[config.mk]
export PLATFORM = sky130hd
export DESIGN_NAME = video_dac_pixel_input_stage
export DESIGN_NICKNAME = d
export VERILOG_FILES = /design/src/dac_in_pkg.sv /design/src/pix_stream_if.sv /design/src/video_dac_pixel_input_stage.sv /design/src/pix_fifo.sv
export SDC_FILE = /design/constraint.sdc
export NUM_CORES = 1
export LEC_CHECK = 0
export BUFFER_PORTS_ARGS = -buffer_cell sky130_fd_sc_hd__buf_2
export CAP_MARGIN = 20
export CORE_ASPECT_RATIO = 0.7
export CORE_UTILIZATION = 60
export DETAILED_ROUTE_END_ITERATION = 10
export PLACE_DENSITY = 0.77
export SLEW_MARGIN = 20
export SYNTH_ARGS = -nofsm -noshare
export SYNTH_HDL_FRONTEND = slang
export SYNTH_SLANG_ARGS = --single-unit
[constraint.sdc]
create_clock -name i_mclk -period 4.1 [get_ports i_mclk]
set_clock_uncertainty 0.2 [all_clocks]
set_input_delay 0.205 -clock i_mclk [delete_from_list [all_inputs] [get_ports i_mclk]]
set_output_delay 0.205 -clock i_mclk [all_outputs]
set_load 0.02 [all_outputs]
[src/dac_in_pkg.sv]
// constants shared by the pixel input stage and its buffer
package dac_in_pkg;
   localparam int COLOR_W = 8;
   localparam int WORD_W = 3 * COLOR_W + 2;
   localparam int FIFO_DEPTH = 32;
   localparam int PIPE_LATENCY = 1;
   localparam logic [COLOR_W-1:0] BLANK_CODE = 8'h00;
   localparam logic [COLOR_W-1:0] RESET_CODE = 8'h00;
   localparam int BLANK_BIT = 0;
   localparam int SYNC_BIT = 1;
   localparam int RED_LSB = 2;
   localparam int GREEN_LSB = 10;
   localparam int BLUE_LSB = 18;
endpackage

[src/pix_stream_if.sv]
// stream carrier between capture stage and buffer
`timescale 1ns/1ps
interface pix_stream_if;
   import dac_in_pkg::*;
   logic valid;
   logic ready;
   logic [WORD_W-1:0] data;
   modport src (output valid, output data, input ready);
   modport snk (input valid, input data, output ready);
endinterface

[src/video_dac_pixel_input_stage.sv]
// pixel and control capture stage feeding three colour converters
`timescale 1ns/1ps
module video_dac_pixel_input_stage (
   input wire logic i_mclk,
   input wire logic i_sys_rst,
   input wire logic [dac_in_pkg::COLOR_W-1:0] i_red_word,
   input wire logic [dac_in_pkg::COLOR_W-1:0] i_green_word,
   input wire logic [dac_in_pkg::COLOR_W-1:0] i_blue_word,
   input wire logic i_blank_n,
   input wire logic i_sync_n,
   input wire logic i_low_power_ctl,
   output logic [dac_in_pkg::COLOR_W-1:0] o_red_current_out,
   output logic [dac_in_pkg::COLOR_W-1:0] o_green_current_out,
   output logic [dac_in_pkg::COLOR_W-1:0] o_blue_current_out,
   output logic o_green_sync_on,
   output logic o_low_power,
   output logic o_overflow
);
   import dac_in_pkg::*;

   ////////////////////////////////////////////////////////////////////////
   // capture: all inputs on one edge; colour words, blank and sync packed in one word
   pix_stream_if cap ();
   logic [WORD_W-1:0] cap_r;
   logic cap_v_r;
   logic ps_r;
   logic ovf_r;
   // bit zero of each colour word lands at the low end of its field
   wire [WORD_W-1:0] cap_nxt = {i_blue_word, i_green_word, i_red_word,
                                i_sync_n, i_blank_n};

   always_ff @(posedge i_mclk) begin
      if (i_sys_rst) begin
         cap_r <= '0;
         cap_v_r <= 1'b0;
         ps_r <= 1'b0;
      end else begin
         cap_r <= cap_nxt;
         cap_v_r <= 1'b1;
         ps_r <= i_low_power_ctl;
      end
   end
   assign cap.valid = cap_v_r;
   assign cap.data = cap_r;

   ////////////////////////////////////////////////////////////////////////
   // buffer in the data path; drained every cycle unless in power save
   logic fifo_v;
   logic [WORD_W-1:0] fifo_d;
   wire drain = !ps_r;
   pix_fifo #(.WIDTH(WORD_W), .DEPTH(FIFO_DEPTH)) u_fifo (
      .i_mclk(i_mclk),
      .i_sys_rst(i_sys_rst),
      .wr(cap),
      .i_rd_ready(drain),
      .o_rd_valid(fifo_v),
      .o_rd_data(fifo_d)
   );

   always_ff @(posedge i_mclk) begin
      if (i_sys_rst) ovf_r <= 1'b0;
      else if (cap.valid && !cap.ready) ovf_r <= 1'b1;
   end

   ////////////////////////////////////////////////////////////////////////
   // output forming
   wire f_blank_n = fifo_d[BLANK_BIT];
   wire f_sync_n = fifo_d[SYNC_BIT];
   wire [COLOR_W-1:0] f_red = fifo_d[RED_LSB +: COLOR_W];
   wire [COLOR_W-1:0] f_green = fifo_d[GREEN_LSB +: COLOR_W];
   wire [COLOR_W-1:0] f_blue = fifo_d[BLUE_LSB +: COLOR_W];
   wire take = fifo_v && drain;
   wire [COLOR_W-1:0] red_nxt = f_blank_n ? f_red : BLANK_CODE;
   wire [COLOR_W-1:0] green_nxt = f_blank_n ? f_green : BLANK_CODE;
   wire [COLOR_W-1:0] blue_nxt = f_blank_n ? f_blue : BLANK_CODE;

   always_ff @(posedge i_mclk) begin
      if (i_sys_rst) begin
         o_red_current_out <= RESET_CODE;
         o_green_current_out <= RESET_CODE;
         o_blue_current_out <= RESET_CODE;
         o_green_sync_on <= 1'b0;
         o_low_power <= 1'b0;
         o_overflow <= 1'b0;
      end else begin
         if (take) begin
            o_red_current_out <= red_nxt;
            o_green_current_out <= green_nxt;
            o_blue_current_out <= blue_nxt;
            o_green_sync_on <= f_sync_n;
         end
         o_low_power <= ps_r;
         o_overflow <= ovf_r;
      end
   end

   ////////////////////////////////////////////////////////////////////////
   // checks: capture stage
   a_stage_one: assert property (
      @(posedge i_mclk) disable iff (i_sys_rst)
      cap_v_r |-> cap_r[BLANK_BIT] == $past(i_blank_n))
      else $error("blank not captured with pixels");
   a_sync_capture: assert property (
      @(posedge i_mclk) disable iff (i_sys_rst)
      cap_v_r |-> cap_r[SYNC_BIT] == $past(i_sync_n))
      else $error("sync not captured with pixels");
   a_red_capture: assert property (
      @(posedge i_mclk) disable iff (i_sys_rst)
      cap_v_r |-> cap_r[RED_LSB +: COLOR_W] == $past(i_red_word))
      else $error("red word not captured");
   a_green_capture: assert property (
      @(posedge i_mclk) disable iff (i_sys_rst)
      cap_v_r |-> cap_r[GREEN_LSB +: COLOR_W] == $past(i_green_word))
      else $error("green word not captured");
   a_blue_capture: assert property (
      @(posedge i_mclk) disable iff (i_sys_rst)
      cap_v_r |-> cap_r[BLUE_LSB +: COLOR_W] == $past(i_blue_word))
      else $error("blue word not captured");
   a_lsb_order: assert property (
      @(posedge i_mclk) disable iff (i_sys_rst)
      cap_v_r |-> cap_r[RED_LSB] == $past(i_red_word[0]))
      else $error("red bit order wrong");
   a_green_lsb: assert property (
      @(posedge i_mclk) disable iff (i_sys_rst)
      cap_v_r |-> cap_r[GREEN_LSB] == $past(i_green_word[0]))
      else $error("green bit order wrong");
   a_blue_lsb: assert property (
      @(posedge i_mclk) disable iff (i_sys_rst)
      cap_v_r |-> cap_r[BLUE_LSB] == $past(i_blue_word[0]))
      else $error("blue bit order wrong");
   a_red_msb: assert property (
      @(posedge i_mclk) disable iff (i_sys_rst)
      cap_v_r |-> cap_r[RED_LSB+COLOR_W-1] == $past(i_red_word[COLOR_W-1]))
      else $error("red top bit misplaced");
   a_ovf_set: assert property (
      @(posedge i_mclk) disable iff (i_sys_rst)
      cap.valid && !cap.ready |=> ##1 o_overflow)
      else $error("lost capture not flagged");
   a_ovf_sticky: assert property (
      @(posedge i_mclk) disable iff (i_sys_rst)
      o_overflow |=> o_overflow)
      else $error("overflow flag cleared");

   ////////////////////////////////////////////////////////////////////////
   // checks: output stage
   a_blank_forces: assert property (
      @(posedge i_mclk) disable iff (i_sys_rst)
      take && !f_blank_n |=> o_red_current_out == BLANK_CODE &&
      o_green_current_out == BLANK_CODE && o_blue_current_out == BLANK_CODE)
      else $error("blank did not force blanking level");
   a_data_passes: assert property (
      @(posedge i_mclk) disable iff (i_sys_rst)
      take && f_blank_n |=> o_green_current_out == $past(f_green) &&
      o_red_current_out == $past(f_red) &&
      o_blue_current_out == $past(f_blue))
      else $error("pixel data not forwarded");
   a_sync_green: assert property (
      @(posedge i_mclk) disable iff (i_sys_rst)
      take |=> o_green_sync_on == $past(f_sync_n))
      else $error("sync source wrong");
   a_sync_level: assert property (
      @(posedge i_mclk) disable iff (i_sys_rst)
      take && !f_blank_n && !f_sync_n |=> !o_green_sync_on &&
      o_green_current_out == BLANK_CODE)
      else $error("sync level wrong");
   a_blue_ignored: assert property (
      @(posedge i_mclk) disable iff (i_sys_rst)
      take && !f_blank_n |=> o_blue_current_out == BLANK_CODE)
      else $error("blue input not ignored");
   a_green_ignored: assert property (
      @(posedge i_mclk) disable iff (i_sys_rst)
      take && !f_blank_n |=> o_green_current_out == BLANK_CODE)
      else $error("green input not ignored");
   a_red_ignored: assert property (
      @(posedge i_mclk) disable iff (i_sys_rst)
      take && !f_blank_n |=> o_red_current_out == BLANK_CODE)
      else $error("red input not ignored");
   a_fixed_lat: assert property (
      @(posedge i_mclk) disable iff (i_sys_rst)
      take |=> o_red_current_out == $past(red_nxt))
      else $error("red output latency wrong");
   a_lat_green: assert property (
      @(posedge i_mclk) disable iff (i_sys_rst)
      take |=> o_green_current_out == $past(green_nxt))
      else $error("green output latency wrong");
   a_lat_blue: assert property (
      @(posedge i_mclk) disable iff (i_sys_rst)
      take |=> o_blue_current_out == $past(blue_nxt))
      else $error("blue output latency wrong");
   a_out_hold: assert property (
      @(posedge i_mclk) disable iff (i_sys_rst)
      !take |=> $stable(o_red_current_out) &&
      $stable(o_green_current_out) && $stable(o_blue_current_out) &&
      $stable(o_green_sync_on))
      else $error("outputs moved without a word");
   a_drain_stop: assert property (
      @(posedge i_mclk) disable iff (i_sys_rst)
      ps_r && fifo_v |=> fifo_v && $stable(fifo_d))
      else $error("buffer drained in power save");
   a_power_save: assert property (
      @(posedge i_mclk) disable iff (i_sys_rst)
      i_low_power_ctl |=> ##1 o_low_power)
      else $error("power save not entered");
   a_power_exit: assert property (
      @(posedge i_mclk) disable iff (i_sys_rst)
      !i_low_power_ctl |=> ##1 !o_low_power)
      else $error("power save not left");
   a_reset_outs: assert property (
      @(posedge i_mclk)
      i_sys_rst |=> o_red_current_out == RESET_CODE &&
      o_green_current_out == RESET_CODE &&
      o_blue_current_out == RESET_CODE && !o_overflow)
      else $error("outputs not cleared by reset");
endmodule // video_dac_pixel_input_stage

[src/pix_fifo.sv]
// parameterised synchronous fifo with registered read data
`timescale 1ns/1ps
module pix_fifo #(
   parameter int WIDTH = 26,
   parameter int DEPTH = 32
) (
   input wire logic i_mclk,
   input wire logic i_sys_rst,
   pix_stream_if.snk wr,
   input wire logic i_rd_ready,
   output logic o_rd_valid,
   output logic [WIDTH-1:0] o_rd_data
);
   localparam int AW = $clog2(DEPTH);
   logic [WIDTH-1:0] mem [DEPTH];
   logic [AW:0] wp_r;
   logic [AW:0] rp_r;
   wire full = (wp_r[AW] != rp_r[AW]) && (wp_r[AW-1:0] == rp_r[AW-1:0]);
   wire empty = (wp_r == rp_r);
   wire do_wr = wr.valid && !full;
   wire out_free = !o_rd_valid || i_rd_ready;
   wire do_rd = !empty && out_free;
   assign wr.ready = !full;
   always_ff @(posedge i_mclk) begin
      if (do_wr) mem[wp_r[AW-1:0]] <= wr.data;
      if (do_rd) o_rd_data <= mem[rp_r[AW-1:0]];
   end
   always_ff @(posedge i_mclk) begin
      if (i_sys_rst) begin
         wp_r <= '0;
         rp_r <= '0;
         o_rd_valid <= 1'b0;
      end else begin
         if (do_wr) wp_r <= wp_r + 1'b1;
         if (do_rd) rp_r <= rp_r + 1'b1;
         if (out_free) o_rd_valid <= do_rd;
      end
   end
endmodule // pix_fifo

# --- After elaboration in Yosys (flattened, before gate mapping) ---
# Memory sizes are Yosys's and may differ from the RTL's. A register that Yosys moved wholly into a read port is not among the register bits.
# Index checks and enable logic that the tools add are counted.
totals:
  register_bits: 69
  mem_bits_rw: 832
  in_bits: 29
  out_inout_bits: 27
  elab_cells: 35
  n_memories: 1
memory_table:
  columns: ["memory", "depth", "width", "read_ports", "rd_ports_with_merged_regs", "wr", "line_no", "rtl"]
  rows:
  - ["u_fifo.mem", 32, 26, 1, 1, 1, "pix_fifo.sv:15", "logic [WIDTH-1:0] mem [DEPTH];"]
op_classes:
  n_addsub: 2
  eq_ne: 3
  muxes: 6
  reduce_logical: 10
op_table:
  columns: ["op", "count"]
  rows:
  - ["two-way mux 8 bit", 3]
  - ["adder 6 x 1 -> 6 bit (second input constant)", 2]
  - ["== test 6 bit", 1]
  - ["== test 5 bit", 1]
  - ["logical AND 1 bit", 5]
  - ["logical NOT 1 bit", 4]
  - ["two-way mux 1 bit", 3]
  - ["logical OR 1 bit", 1]
  - ["!= test 1 bit", 1]

# --- Logic depth before layout (Yosys ltp) ---
logic_depth:
  ltp_word: 6
  depth_mapped: 9
  ltp_nobuf: 5

# --- Hierarchy ---
# Synthesis repeated with hierarchy kept, for this count alone.
hier_totals:
  cells_unflattened: 1704
  area_unflattened_um2: 35237.5
modules_own_cells:
  columns: ["mod", "instances", "cells_each", "area_each_um2"]
  rows:
  - ["pix_fifo", 1, 1523, 33271.9]
  - ["video_dac_pixel_input_stage", 1, 181, 1965.6]

# --- Worst setup path after synthesis ---
# OpenSTA, ideal clock, no wires.
synth_path:
  path_type: "reg-to-reg"
  startpoint: "register u_fifo.rp_r[2]"
  endpoint: "memory u_fifo.mem[28][0] (enable)"
  setup_ns: 0.409
  arrival_time_ns: 2.355
  required_ns: 3.491
  slack_ns: 1.136
  stages_incl_launch_ff: 7
  path_buffers: 1
  path_cell_list: "dfxtp_1 > buf_2 > xor2_1 > or3_1 > o21a_1 > nand2_1 > nor2_1"
synth_via:
  elab_chain_cells: 6
synth_rtl:
  columns: ["item", "line_no", "rtl"]
  rows:
  - ["start: declaration", "pix_fifo.sv:17", "logic [AW:0] rp_r;"]
  - ["start signal: assignment", "pix_fifo.sv:35", "if (do_rd) rp_r <= rp_r + 1'b1;"]
  - ["== test 5 bit", "pix_fifo.sv:18", "wire full = (wp_r[AW] != rp_r[AW]) && (wp_r[AW-1:0] == rp_r[AW-1:0]);"]
  - ["logical AND 1 bit", "pix_fifo.sv:18", null]
  - ["logical NOT 1 bit", "pix_fifo.sv:20", "wire do_wr = wr.valid && !full;"]
  - ["logical AND 1 bit", "pix_fifo.sv:20", null]
  - ["two-way mux 1 bit", "pix_fifo.sv:25", "if (do_wr) mem[wp_r[AW-1:0]] <= wr.data;"]
  - ["two-way mux 1 bit (not written as such)", "pix_fifo.sv:25", null]
  - ["end: declaration", "pix_fifo.sv:15", null]
# Every way passes these cells.

# --- Worst setup path in the final report ---
layout_path:
  startpoint: "register u_fifo.rp_r[0]"
  endpoint: "register u_fifo.o_rd_data[13] (read register of u_fifo.mem) (data pin)"
layout_via:
  elab_chain_cells: 3
layout_rtl:
  columns: ["item", "line_no", "rtl"]
  rows:
  - ["== test 6 bit", "pix_fifo.sv:19", "wire empty = (wp_r == rp_r);"]
  - ["logical NOT 1 bit", "pix_fifo.sv:22", "wire do_rd = !empty && out_free;"]
  - ["logical AND 1 bit", "pix_fifo.sv:22", null]
  - ["end: declaration", "pix_fifo.sv:12", "output logic [WIDTH-1:0] o_rd_data"]
# Several ways; a longest one is shown, not always the timed one.
# A chain may end at the register's enable or synchronous reset.

==> results.toml <==
[layout]
design_area_mm2 = 0.0396
fin_util = 0.694
seq_area_mm2 = 0.0272
final_common_cell = "edfxtp_1"
most-common-layout-cells = "edfxtp_1, mux4_2, mux2i_1"
multi_input_area_mm2 = 0.00738
area_delta_synth_final_pct = 13.7
final_net_count = 1886
post_route_cells_drive_above_1_share = 0.255
fill_cells = 3434

[drt]
vias = 17904
firstDrtPassIters = 5
avgViaCountPerCell = 6.71
final_antenna_net_count = 0
wl_mm = 82.3
drtIter0Drc = 2076
drc_errors = 0
post_drt_wl_per_cell_um = 30.8

[critical_path]
max_stage_delay_ns = 0.91
worst-r2r-cell-count = 6
crit_family = "compound AO/OA/AOI/OAI gates"
path_class = "reg -> reg"
arrival_ns = 3.64
cp-start-kind = "flop"
cp_num_cells = 6
critPathSlowestCell = "a2111oi_0"
path_buf_inv = 2
crit_path_max_fanout = 47
setup.worst_path.end_class = "flop"
cp.required_ns = 4.23
crit_chain = "buf_12, buf_4, mux4_2, a22o_1, a2111oi_0, a21oi_1"

[timing]
relSlewSlack = 0.267
rsz0062_at_grt = "no"
fmax_ghz = 0.285
fin_crit_ns = 3.51
tightest_slew_ns = 1.07
finalHoldViolCount = 0
setup_tns_ns = 0
finalCritPeriodShare = 0.856
setup_viol = 0
slew_viol_final = 0

[floorplanning]
core_mm2 = 0.0570
ios = 56
start_util = 0.611
rows = 73
dieArea_mm2 = 0.0590
die_w_um = 290
die_y_um = 203

[yosys]
ys_types = 49
async_flop_share = 0
synthFlopType = "edfxtp_1"
avgSynthCellArea_um2 = 20.4
synth_seq_cells = 927
synth_fa_ha_area_frac = 0.00180
synth-simple-area-share = 0.0224
yosys.area_share.xor_xnor = 0.00252
yosysWarnings = 0
synth_top_family_by_area = "multiplexers"
synth_top_cell_by_area = "edfxtp_1"
yosysSeqAreaShare = 0.780
syn_area_mm2 = 0.0348
synthMuxAreaShare = 0.131
synth_compound_area_frac = 0.0454
synth_nets = 1736
synthTopCellsByArea = "edfxtp_1, mux4_2, dfxtp_1, mux2i_1, a21oi_1"
yosysTopAreaCellShare = 0.740
synth_edf_count = 858
synth_cells = 1702

[placed_design]
place.gp.congestion = 0.833
place_area_mm2 = 0.0365
place.detailed.hpwl_mm = 46.9
io_buffer_count = 55

[power_and_ir_drop]
combinationalPowerShare = 0.172
vdd_ir_drop_max_mv = 0.454
finalPower_uw = 22800
switching_share = 0.259
power.density_mw_per_mm2 = 577
p_int_uw = 16900
switchingPower_uw = 5910
clockPowerShare = 0.348
power.leakage_uw = 0.0126
p_seq_frac = 0.480

[clock_network]
ctsHoldBuffers = 27
cts-buffers-inserted = 81
cts_tree = "yes"
worstSkewPairLatency_ns = 0.64
clk_pin_slew_ns = 0.07
cts_resized = 0
cts_sinks = 927
post-cts-setup-buffers = 0
cts_root_buf = "clkbuf_16"
htreeDepth = 3
clockBufferDepth = 3

[worst_hold_path]
hold_path.class = "in -> reg"
hold_depth = 2

[grt]
grt_start_max_net_pins = 118
grt_pass1_vias = 17823
grt_pass1_wl_mm = 120
grtUsageTotal = 0.286
grt_overflow = 0
antenna_found_initial = 4

[run_status]
status = "finished, final reports clean"

[job]
cap_viol_max_count = 0
[power by group through the flow]
stage                     clock, uW  combinational (uW)  sequential [uW]
final                          7940                3940            10900
after CTS                      8000                3900            10900
after global placement            0                3760            11100
after floorplan                   0                2620            11100
after detailed placement          0                3850            11100
after global routing           8350                4160            11000
[through the flow]
stage	worst slack [ns]	hold WS, ns	cells
2_1_floorplan	1.14	0.106	1702
3_3_place_gp	0.366	0.216	2489
3_5_place_dp	0.646	0.220	2491
4_1_cts	0.632	0.0432	2668
5_1_grt	0.399	0.131	2669
6_report	0.589	0.0873	2670
[per-layer routing]
metal  track usage  routed length, um
met4        0.0840               2050
met5             0                 16
met3        0.0901              10700
met2         0.413              36700
met1         0.424              32900
[state kept, by name, summed over array words and instances (netlist names)]
signal and cells:
cap.data 26, cap.valid 1, o_blue_current_out 8, o_green_current_out 8, o_green_sync_on 1, o_low_power 1, o_overflow 1, o_red_current_out 8
ovf_r 1, ps_r 1, u_fifo.mem 832, u_fifo.o_rd_data 26, u_fifo.o_rd_valid 1, u_fifo.rp_r 6, u_fifo.wp_r 6
[worst reg2reg max path: stages, from the launching register on]
cell and delay [ns]:
dfxtp_4 0.37, buf_12 0.31, buf_4 0.52, mux4_2 0.58, a22o_1 0.26, a2111oi_0 0.91, a21oi_1 0.07
[final timing paths]
path	startpoint	to	slack, ns
min	i_sys_rst	cap.data[3]	0.09
max reg2reg	u_fifo.rp_r[0]	u_fifo.o_rd_data[13]	0.59
min reg2reg	o_blue_current_out[2]	o_blue_current_out[2]	0.26
max	u_fifo.rp_r[0]	u_fifo.o_rd_data[13]	0.59
[cell families (layout without fill, tap and decap cells)]
group | Yosys count | after routing
xor+xnor | 10 | 10
other cells | 0 | 1
flops | 927 | 927
mux | 263 | 263
compound gates | 226 | 226
buf+inv | 108 | 325
fa+ha+maj | 5 | 5
simple gates | 163 | 163
[area by class of cell]
cell class | instances | area share
Clock inverter | 51 | 0.0134
Clock buffer | 99 | 0.0568
Tap cell | 750 | 0.0237
Inverter | 5 | 0.000474
Sequential cell | 927 | 0.687
Multi-Input combinational cell | 667 | 0.187
Timing Repair Buffer | 170 | 0.0324
Antenna cell | 1 | 0.0000632
[cells in the mapped netlist (25+ instances only)]
master    number
mux4_2       155
a21oi_1       83
edfxtp_1     858
a22o_1        25
o22ai_1       25
nand3_1       29
mux2i_1      106
nand2_1       38
o221ai_1      26
nor2_1        47
a22oi_1       26
clkbuf_1      59
dfxtp_1       69
nor2b_1       34
(Power assumes the default switching activity.)
